`src/core/spr_regs.svh`:
```
// constants for the shared pause/reset/data-line-three pin logic
// assumes a 40 MHz system clock that oversamples the serial clock pin
`ifndef SPR_REGS_SVH
`define SPR_REGS_SVH

// bit and byte geometry
`define SPR_BYTE_W        8
`define SPR_CNT_W         4
`define SPR_STEP_SINGLE   4'h1
`define SPR_STEP_QUAD     4'h4
`define SPR_CNT_ZERO      4'h0
`define SPR_BYTE_DONE     4'h8
`define SPR_LINE_W        4

// data line positions on the pin group
`define SPR_LINE_IN       0
`define SPR_LINE_OUT      1
`define SPR_LINE_THREE    3

// buffer geometry
`define SPR_FIFO_DEPTH    4

// pin levels: chip select, pause and reset roles are active low
`define SPR_ASSERTED      1'b0
`define SPR_IDLE_LEVEL    1'b1

`endif

```
`src/core/spr_pkg.sv`:
```
// types shared by the shared-pin logic of the serial flash
// assumes the constants header is included by the design file
package spr_pkg;

  // one pin group: four data lines, each with output and enable
  typedef struct packed {
    logic [3:0] o;
    logic [3:0] oe;
  } spr_pins_s;

  // sampled copies of the outside pins after synchronisation
  typedef struct packed {
    logic       cs_b;
    logic       sck;
    logic [3:0] io;
  } spr_samp_s;

  // role the shared pin plays at the moment
  typedef enum logic [1:0] {
    SPR_ROLE_PAUSE,
    SPR_ROLE_RESET,
    SPR_ROLE_DATA
  } spr_role_e;

endpackage

```
`src/core/spr_pin_ctl.sv`:
```
// shared pause/reset/data-line-three pin logic of a serial flash, with its receive buffer
// assumes the host drives chip select, the serial clock and data lines; all pins are oversampled by clk
// Notes on behaviour
// - while paused, serial clock edges and input data are ignored completely
// - while paused, the serial output driver stays high impedance
// - a pause begins only with chip select active and serial clock low
// - pause halts only serial traffic; timed program or erase keeps running
// - quad page program takes four bits per rising edge, line three included
// - quad reads drive line three with lines two to zero on falling edges
// - quad enable clear: status bit selects pause role or reset role
// - quad enable set: pause and reset roles are off, pin carries data
// - quad enable from second status register opens quad transfers on shared lines
// - input captured on rising serial clock edge, output launched on falling edge
`timescale 1ns/1ps
`include "spr_regs.svh"

////////////////////////////////////////////////////////////////////////////////
module spr_fifo #(
  parameter int WIDTH = `SPR_BYTE_W,
  parameter int DEPTH = `SPR_FIFO_DEPTH
) (
  input  wire logic             clk,       // system clock
  input  wire logic             rst_b,     // async reset, active low
  input  wire logic [WIDTH-1:0] in_data,   // word to store
  input  wire logic             in_valid,  // word offered
  output logic                  in_ready,  // room for a word
  output logic      [WIDTH-1:0] out_data,  // oldest word
  output logic                  out_valid, // oldest word present
  input  wire logic             out_ready  // drain side takes the word
);
  localparam int AW = $clog2(DEPTH);

  logic [WIDTH-1:0] mem_ff [DEPTH];
  logic [AW:0]      wr_ptr_ff;
  logic [AW:0]      rd_ptr_ff;
  logic [AW:0]      nxt_wr_ptr;
  logic [AW:0]      nxt_rd_ptr;
  logic             push;
  logic             pop;

  always_comb
  begin
    in_ready  = !((wr_ptr_ff[AW] != rd_ptr_ff[AW]) && (wr_ptr_ff[AW-1:0] == rd_ptr_ff[AW-1:0]));
    out_valid = (wr_ptr_ff != rd_ptr_ff);
    out_data  = mem_ff[rd_ptr_ff[AW-1:0]];
    push      = in_valid && in_ready;
    pop       = out_valid && out_ready;
    nxt_wr_ptr = push ? wr_ptr_ff + {{AW{1'b0}}, 1'b1} : wr_ptr_ff;
    nxt_rd_ptr = pop ? rd_ptr_ff + {{AW{1'b0}}, 1'b1} : rd_ptr_ff;
  end

  always_ff @(posedge clk or negedge rst_b)
  begin
    if (!rst_b)
    begin
      wr_ptr_ff <= '0;
      rd_ptr_ff <= '0;
    end
    else
    begin
      wr_ptr_ff <= nxt_wr_ptr;
      rd_ptr_ff <= nxt_rd_ptr;
    end
  end

  // storage has no reset; pointers alone define what is valid
  always_ff @(posedge clk)
  begin
    if (push)
      mem_ff[wr_ptr_ff[AW-1:0]] <= in_data;
  end
endmodule

////////////////////////////////////////////////////////////////////////////////
module spr_pin_ctl (
  input  wire logic                    clk,             // system clock, 40 MHz
  input  wire logic                    rst_b,           // async reset, active low
  input  wire logic                    cs_b_pin,        // chip select pin, active low
  input  wire logic                    sck_pin,         // serial clock pin
  input  wire logic [`SPR_LINE_W-1:0]  io_in,           // data line levels seen on the pins
  output logic      [`SPR_LINE_W-1:0]  io_out,          // data line drive values
  output logic      [`SPR_LINE_W-1:0]  io_oe,           // data line drive enables, high drives
  input  wire logic                    quad_enable_bit, // quad enable, second status register
  input  wire logic                    reset_role_sel,  // third status register bit 7: 1 selects reset role
  input  wire logic                    quad_prog_cmd,   // quad-input page program data phase
  input  wire logic                    quad_read_cmd,   // quad-output read data phase
  input  wire logic                    timed_op_in,     // program or erase cycle running
  input  wire logic [`SPR_BYTE_W-1:0]  tx_data,         // byte to send to the host
  input  wire logic                    tx_valid,        // tx_data offered
  output logic                         tx_ready,        // pulse: tx_data taken
  output logic      [`SPR_BYTE_W-1:0]  rx_data,         // byte received from the host
  output logic                         rx_valid,        // rx_data present
  input  wire logic                    rx_ready,        // user takes rx_data
  output logic                         rx_overrun,      // sticky: byte lost, buffer full
  output logic                         pause_active,    // pause condition in force
  output logic                         pin_reset,       // reset role asserted on the pin
  output logic                         timed_op_busy    // timed cycle status, untouched by pause
);

  ////////////////////////////////////////////////////////////////////////////////
  // two-stage synchronisers; only the second stage feeds logic
  spr_pkg::spr_samp_s meta_ff;
  spr_pkg::spr_samp_s samp_ff;
  spr_pkg::spr_samp_s prev_ff;
  spr_pkg::spr_samp_s pins_now;
  spr_pkg::spr_samp_s nxt_prev;

  always_comb
  begin
    pins_now = '{cs_b: cs_b_pin, sck: sck_pin, io: io_in};
    nxt_prev = samp_ff;
  end

  always_ff @(posedge clk or negedge rst_b)
  begin
    if (!rst_b)
    begin
      meta_ff <= '{cs_b: `SPR_IDLE_LEVEL, sck: 1'b0, io: '1};
      samp_ff <= '{cs_b: `SPR_IDLE_LEVEL, sck: 1'b0, io: '1};
      prev_ff <= '{cs_b: `SPR_IDLE_LEVEL, sck: 1'b0, io: '1};
    end
    else
    begin
      meta_ff <= pins_now;
      samp_ff <= meta_ff;
      prev_ff <= nxt_prev;
    end
  end

  ////////////////////////////////////////////////////////////////////////////////
  // role of the shared pin and the pause condition
  spr_pkg::spr_role_e role;
  logic               selected;
  logic               sck_rise;
  logic               sck_fall;
  logic               pause_ff;
  logic               nxt_pause;
  logic               reset_ff;
  logic               nxt_reset;
  logic               busy_ff;
  logic               nxt_busy;

  always_comb
  begin
    selected = (samp_ff.cs_b == `SPR_ASSERTED);
    sck_rise = samp_ff.sck && !prev_ff.sck;
    sck_fall = !samp_ff.sck && prev_ff.sck;
    if (quad_enable_bit)
      role = spr_pkg::SPR_ROLE_DATA;
    else if (reset_role_sel)
      role = spr_pkg::SPR_ROLE_RESET;
    else
      role = spr_pkg::SPR_ROLE_PAUSE;
    nxt_pause = 1'b0;
    if (role == spr_pkg::SPR_ROLE_PAUSE && selected && samp_ff.io[`SPR_LINE_THREE] == `SPR_ASSERTED)
    begin
      // once begun it lasts while the pin stays low, whatever the clock does
      nxt_pause = pause_ff || !samp_ff.sck;
    end
    nxt_reset = (role == spr_pkg::SPR_ROLE_RESET)
                && (samp_ff.io[`SPR_LINE_THREE] == `SPR_ASSERTED);
    nxt_busy  = timed_op_in;
  end

  always_ff @(posedge clk or negedge rst_b)
  begin
    if (!rst_b)
    begin
      pause_ff <= 1'b0;
      reset_ff <= 1'b0;
      busy_ff  <= 1'b0;
    end
    else
    begin
      pause_ff <= nxt_pause;
      reset_ff <= nxt_reset;
      busy_ff  <= nxt_busy;
    end
  end

  ////////////////////////////////////////////////////////////////////////////////
  // receive shifter: rising edges only, nothing while paused or reset
  logic                    quad_in;
  logic                    rx_take;
  logic [`SPR_BYTE_W-1:0]  rx_sh_ff;
  logic [`SPR_BYTE_W-1:0]  nxt_rx_sh;
  logic [`SPR_CNT_W-1:0]   rx_cnt_ff;
  logic [`SPR_CNT_W-1:0]   nxt_rx_cnt;
  logic                    push_ff;
  logic                    nxt_push;
  logic [`SPR_BYTE_W-1:0]  push_data_ff;
  logic [`SPR_BYTE_W-1:0]  nxt_push_data;
  logic                    ovr_ff;
  logic                    nxt_ovr;
  logic                    fifo_in_ready;

  always_comb
  begin
    quad_in       = quad_enable_bit && quad_prog_cmd;
    rx_take       = selected && sck_rise && !pause_ff && !nxt_pause && !reset_ff;
    nxt_rx_sh     = rx_sh_ff;
    nxt_rx_cnt    = rx_cnt_ff;
    nxt_push      = 1'b0;
    nxt_push_data = push_data_ff;
    nxt_ovr       = ovr_ff;
    if (!selected || reset_ff)
    begin
      nxt_rx_cnt = `SPR_CNT_ZERO;
    end
    else if (rx_take)
    begin
      if (quad_in)
      begin
        nxt_rx_sh  = {rx_sh_ff[`SPR_BYTE_W-5:0], samp_ff.io};
        nxt_rx_cnt = rx_cnt_ff + `SPR_STEP_QUAD;
      end
      else
      begin
        nxt_rx_sh  = {rx_sh_ff[`SPR_BYTE_W-2:0], samp_ff.io[`SPR_LINE_IN]};
        nxt_rx_cnt = rx_cnt_ff + `SPR_STEP_SINGLE;
      end
      if (nxt_rx_cnt == `SPR_BYTE_DONE)
      begin
        nxt_rx_cnt    = `SPR_CNT_ZERO;
        nxt_push      = 1'b1;
        nxt_push_data = nxt_rx_sh;
      end
    end
    // the host cannot be stalled, so a full buffer drops the byte and says so
    if (push_ff && !fifo_in_ready)
      nxt_ovr = 1'b1;
  end

  always_ff @(posedge clk or negedge rst_b)
  begin
    if (!rst_b)
    begin
      rx_sh_ff     <= '0;
      rx_cnt_ff    <= `SPR_CNT_ZERO;
      push_ff      <= 1'b0;
      push_data_ff <= '0;
      ovr_ff       <= 1'b0;
    end
    else
    begin
      rx_sh_ff     <= nxt_rx_sh;
      rx_cnt_ff    <= nxt_rx_cnt;
      push_ff      <= nxt_push;
      push_data_ff <= nxt_push_data;
      ovr_ff       <= nxt_ovr;
    end
  end

  ////////////////////////////////////////////////////////////////////////////////
  // receive buffer with a registered output stage
  logic [`SPR_BYTE_W-1:0] fifo_out_data;
  logic                   fifo_out_valid;
  logic                   fifo_out_ready;
  logic [`SPR_BYTE_W-1:0] rx_data_ff;
  logic [`SPR_BYTE_W-1:0] nxt_rx_data;
  logic                   rx_valid_ff;
  logic                   nxt_rx_valid;

  spr_fifo #(
    .WIDTH (`SPR_BYTE_W),
    .DEPTH (`SPR_FIFO_DEPTH)
  ) u_rx_fifo (
    .clk       (clk),
    .rst_b     (rst_b),
    .in_data   (push_data_ff),
    .in_valid  (push_ff),
    .in_ready  (fifo_in_ready),
    .out_data  (fifo_out_data),
    .out_valid (fifo_out_valid),
    .out_ready (fifo_out_ready)
  );

  always_comb
  begin
    fifo_out_ready = !rx_valid_ff || rx_ready;
    nxt_rx_valid   = rx_valid_ff && !rx_ready;
    nxt_rx_data    = rx_data_ff;
    if (fifo_out_ready && fifo_out_valid)
    begin
      nxt_rx_valid = 1'b1;
      nxt_rx_data  = fifo_out_data;
    end
  end

  always_ff @(posedge clk or negedge rst_b)
  begin
    if (!rst_b)
    begin
      rx_valid_ff <= 1'b0;
      rx_data_ff  <= '0;
    end
    else
    begin
      rx_valid_ff <= nxt_rx_valid;
      rx_data_ff  <= nxt_rx_data;
    end
  end

  ////////////////////////////////////////////////////////////////////////////////
  // transmit shifter: launches on falling edges, single line or all four
  logic                    quad_out;
  logic                    tx_launch;
  logic [`SPR_BYTE_W-1:0]  tx_sh_ff;
  logic [`SPR_BYTE_W-1:0]  nxt_tx_sh;
  logic [`SPR_CNT_W-1:0]   tx_cnt_ff;
  logic [`SPR_CNT_W-1:0]   nxt_tx_cnt;
  logic                    tx_rdy_ff;
  logic                    nxt_tx_rdy;
  logic                    drive_ff;
  logic                    nxt_drive;
  logic                    quad_drv_ff;
  logic                    nxt_quad_drv;
  spr_pkg::spr_pins_s      pins_ff;
  spr_pkg::spr_pins_s      nxt_pins;

  always_comb
  begin
    quad_out     = quad_enable_bit && quad_read_cmd;
    tx_launch    = selected && sck_fall && !pause_ff && !nxt_pause && !reset_ff;
    nxt_tx_sh    = tx_sh_ff;
    nxt_tx_cnt   = tx_cnt_ff;
    nxt_tx_rdy   = 1'b0;
    nxt_drive    = drive_ff;
    nxt_quad_drv = quad_drv_ff;
    if (!selected || reset_ff)
    begin
      nxt_tx_cnt = `SPR_CNT_ZERO;
      nxt_drive  = 1'b0;
    end
    else if (tx_launch)
    begin
      if (tx_cnt_ff == `SPR_CNT_ZERO)
      begin
        nxt_drive    = tx_valid;
        nxt_quad_drv = quad_out;
        nxt_tx_rdy   = tx_valid;
        nxt_tx_sh    = tx_data;
        nxt_tx_cnt   = tx_valid ? `SPR_BYTE_DONE : `SPR_CNT_ZERO;
      end
      else if (quad_drv_ff)
      begin
        nxt_tx_sh = {tx_sh_ff[`SPR_BYTE_W-5:0], 4'h0};
      end
      else
      begin
        nxt_tx_sh = {tx_sh_ff[`SPR_BYTE_W-2:0], 1'b0};
      end
      // an idle launch keeps the count at zero so the next fall can still load a byte
      if (nxt_drive)
        nxt_tx_cnt = nxt_tx_cnt - (nxt_quad_drv ? `SPR_STEP_QUAD : `SPR_STEP_SINGLE);
    end
    // pins: quad read drives lines three to zero, otherwise only the output line
    nxt_pins.o  = '0;
    nxt_pins.oe = '0;
    if (nxt_quad_drv)
      nxt_pins.o = nxt_tx_sh[`SPR_BYTE_W-1:`SPR_BYTE_W-4];
    else
      nxt_pins.o[`SPR_LINE_OUT] = nxt_tx_sh[`SPR_BYTE_W-1];
    if (nxt_drive && !nxt_pause && !reset_ff)
    begin
      if (nxt_quad_drv)
        nxt_pins.oe = '1;
      else
        nxt_pins.oe[`SPR_LINE_OUT] = 1'b1;
    end
  end

  always_ff @(posedge clk or negedge rst_b)
  begin
    if (!rst_b)
    begin
      tx_sh_ff    <= '0;
      tx_cnt_ff   <= `SPR_CNT_ZERO;
      tx_rdy_ff   <= 1'b0;
      drive_ff    <= 1'b0;
      quad_drv_ff <= 1'b0;
      pins_ff     <= '0;
    end
    else
    begin
      tx_sh_ff    <= nxt_tx_sh;
      tx_cnt_ff   <= nxt_tx_cnt;
      tx_rdy_ff   <= nxt_tx_rdy;
      drive_ff    <= nxt_drive;
      quad_drv_ff <= nxt_quad_drv;
      pins_ff     <= nxt_pins;
    end
  end

  ////////////////////////////////////////////////////////////////////////////////
  // outputs, all straight from flip-flops
  assign io_out        = pins_ff.o;
  assign io_oe         = pins_ff.oe;
  assign tx_ready      = tx_rdy_ff;
  assign rx_data       = rx_data_ff;
  assign rx_valid      = rx_valid_ff;
  assign rx_overrun    = ovr_ff;
  assign pause_active  = pause_ff;
  assign pin_reset     = reset_ff;
  assign timed_op_busy = busy_ff;

endmodule

```
`config.mk`:
```
export PLATFORM = sky130hd
export DESIGN_NAME = spr_pin_ctl
export DESIGN_NICKNAME = d
export VERILOG_FILES = /design/src/core/spr_pkg.sv /design/src/core/spr_pin_ctl.sv
export VERILOG_INCLUDE_DIRS = /design/src /design/src/core
export SDC_FILE = /design/constraint.sdc
export NUM_CORES = 1
export LEC_CHECK = 0
export CORE_MARGIN = 1
export CORE_UTILIZATION = 35
export DETAILED_ROUTE_END_ITERATION = 16
export DONT_BUFFER_PORTS = 1
export PLACE_DENSITY = 0.58
export SETUP_SLACK_MARGIN = 0.1
export SYNTH_ARGS = -nofsm -noshare
export SYNTH_HDL_FRONTEND = slang
export SYNTH_SLANG_ARGS = --single-unit
export TNS_END_PERCENT = 50
```
`constraint.sdc`:
```
create_clock -name clk -period 2.6 [get_ports clk]
set_input_delay 0.52 -clock clk [delete_from_list [all_inputs] [get_ports clk]]
set_output_delay 0.52 -clock clk [all_outputs]
set_load 0.01 [all_outputs]
```
==> run metrics <==
Critical Path RT approximately 2800 ps; CP Max Fanout 4; CTS Buf Count 9; Syn. warnings 0; Seq/Total Area, Yosys 63.6%; area share of the largest cell type after synthesis 35.8%; commonest non-fill, non-tap cell in the layout dfrtp_1; post-synthesis cell type count between 50 and 60; initial core utilization a little over a third; Buf/Inv on CP 0; area leader, netlist dfrtp_1; Power Dens Cells ~880 nW/um2; run status completed; most used cell, CP nor4_1; synthesis-stage register bit count about 110; drt wl/cell roughly 16 um; final setup skew approximately 8.5 ps; Post-Syn Instances roughly 310; max cap viols 0; Finish-stage setup viols 0; number of flops mapped to enable cells by yosys 32; setup TNS 0 ps; Nets 355; max incr delay on CP around 450 ps; design area slightly below 5000 um2; Crit path max-delay family compound AO/OA/AOI/OAI gates; fin crit period ~2200 ps; Leak 2.09 nW; maximum VDD drop roughly 270 uV; root buffer cell clkbuf_16; post_cts resized 0; Final Cycle Share ~84%; Placeable Area 12200 um2; CTS clk-pin slew, worst paths ~70 ps; Clock Sink Count 105; Worst setup SP type flop; final hold vios 0; DP Area 4620 um2; DR vias around 2400; GRT Util Overall a little over an eighth; Critical-path top delay cell a222oi_1; pin count of the biggest net entering global routing 64; Max H-tree Level 3; Storage cell area around 2800 um2; RSZ-0062 raised after global routing no; initial antenna violation count 0; commonest cells after routing, fill and taps aside 63 x dfrtp_1, 32 x edfxtp_1, 21 x mux2i_1; syn_area_per_cell approximately 14 um2; first-pass GRT wire length 12700 um; path type of the worst min-delay path primary input to async pin; total grt overflow 0; Worst Max-Slew Pin Slew 612 ps; global placement routability congestion 0.814; antenna diode count 0; DRC 0; Total Wirelength ~7800 um; antenna viol nets, final 0; area delta synth->final 12.4%; arrival time worst endpoint between 2000 and 2500 ps; critical-path cell list nor4_1 -> a21oi_1 -> ha_1 -> nor2b_1 -> a222oi_1 -> nor4_1 -> a211o_1; Vias/cell 4.92; Max Clock Freq between 400 and 500 MHz; DIE HEIGHT roughly 110 um; Async SR Flop Fraction between 60% and 70%; DR iter-0 viols 76; WS Path Type flop to flop; top post-synthesis cells by area dfrtp_1 36%, edfxtp_1 22%, dfstp_2 6.0%; row count 40; Mapped Nets approximately 350; post-detail-place hpwl 5120 um; Mapped Area about 4400 um2; IO buf count 0; I/O pins 45; clk_lat worst skew ~350 ps; CTS tree built; Die Width 114 um; largest buffer count on any clock path 2; top_reg_cell synth dfrtp_1; area occupied by multi-input gates 1470 um2; Setup crit end kind flop; drt pass-1 iters 4; Die ar. approximately 13000 um2; share of cells above drive strength 1 a little over a fifth; Fill cells 1125; Max-slew headroom about three fifths; vias in the first global route between 2000 and 2500; Slew Viols, Final 0
==> state kept, by name, indices dropped and copies added (netlist names), 4 cells and up <==
register / cells
u_rx_fifo.mem_ff: 32
push_data_ff: 8
rx_data: 8
tx_sh_ff: 8
rx_sh_ff: 7
meta_ff: 6
nxt_prev: 6
io_out: 4
rx_cnt_ff: 4
tx_cnt_ff: 4
==> final cells by class <==
class | count | area share, %
timing repair buffer | 12 | 2.27
clock buffer | 10 | 4.62
sequential | 105 | 56.5
multi-input combinational | 177 | 29.6
inverter | 19 | 1.44
clock inverter | 6 | 1.26
tap | 168 | 4.24
==> cell usage after synthesis, drive strengths merged, types with 2 or more instances <==
cell / n
o22ai: 3
or3: 3
xor2: 5
edfxtp: 32
buf: 6
o21ai: 7
mux2i: 21
a211o: 3
ha: 8
or2: 2
xnor2: 6
nor4: 3
nand3: 3
nor2: 14
and2: 5
or4: 2
clkbuf: 7
nand2: 19
mux4: 8
a2111oi: 2
dfstp: 10
nor3b: 5
dfrtp: 63
a21oi: 18
mux2: 17
nor2b: 3
inv: 19
==> through the flow <==
step                      hold WS [ps]  setup WS (ps)  std cells  power (mW)  utilization [%]
final                             41.4            405        497        4.36             40.7
after CTS                         53.6            376        497        4.42             40.7
after floorplan                    224            309        314        2.83                -
after detailed placement           227            414        479        3.06             38.0
after global placement             227            503        479        3.03             38.0
after global routing              65.1            170        497        4.60             40.7
==> worst paths after layout <==
check	endpoint	slack [ps]	from	cells after the start
setup reg to reg	tx_cnt_ff[3]$_DFFE_PN0P_	410	tx_cnt_ff[0]$_DFFE_PN0P_	7
setup / recovery	tx_cnt_ff[3]$_DFFE_PN0P_	410	tx_cnt_ff[0]$_DFFE_PN0P_	7
hold reg to reg	nxt_prev[5]$_DFF_PN1_	360	meta_ff[5]$_DFF_PN1_	0
min in group clk	meta_ff[3]$_DFF_PN1_	160	io_in[3]	0
max in group asynchronous	nxt_prev[0]$_DFF_PN1_	1590	rst_b	1
hold / removal	tx_sh_ff[3]$_DFFE_PN0P_	40	rst_b	1
==> where the power goes <==
part,internal [mW],switching (mW),leakage (nW)
clock network,0.675,0.639,0.142
registers,1.92,0.222,1.20
logic,0.463,0.436,0.741
==> worst reg2reg max path, cell delays in order (launching register included) <==
cell and delay, ps:
dfrtp_1 420, nor4_1 400, a21oi_1 120, ha_1 230
nor2b_1 130, a222oi_1 450, nor4_1 90, a211o_1 250
==> layer usage <==
| metal | GRT usage, % | vias up | share of wire (%) |
|---|---|---|---|
| met5 | 0 | - | 0 |
| met4 | 7.27 | 0 | 2.4 |
| met3 | 3.18 | 12 | 3.5 |
| met2 | 21.0 | 42 | 48 |
| met1 | 16.4 | 1228 | 46 |
| li1 | - | 1163 | - |
==> cells by family (layout without fill, tap and decap cells) <==
| family | after synthesis | count (layout) | share of synthesized area, % |
|---|---|---|---|
| xor+xnor | 11 | 11 | 2.19 |
| flops | 105 | 105 | 63.6 |
| fa+ha+maj | 8 | 8 | 2.27 |
| simple gates | 66 | 66 | 8.01 |
| compound gates | 46 | 46 | 7.44 |
| mux | 46 | 46 | 13.4 |
| buf+inv | 32 | 47 | 3.15 |
==> repair_timing <==
item / CTS / global route
setup buffers: 0 / 0
endpoints found under the hold margin: 63 / 0
hold buffers: 2 / 0
(Power assumes the default switching activity.)
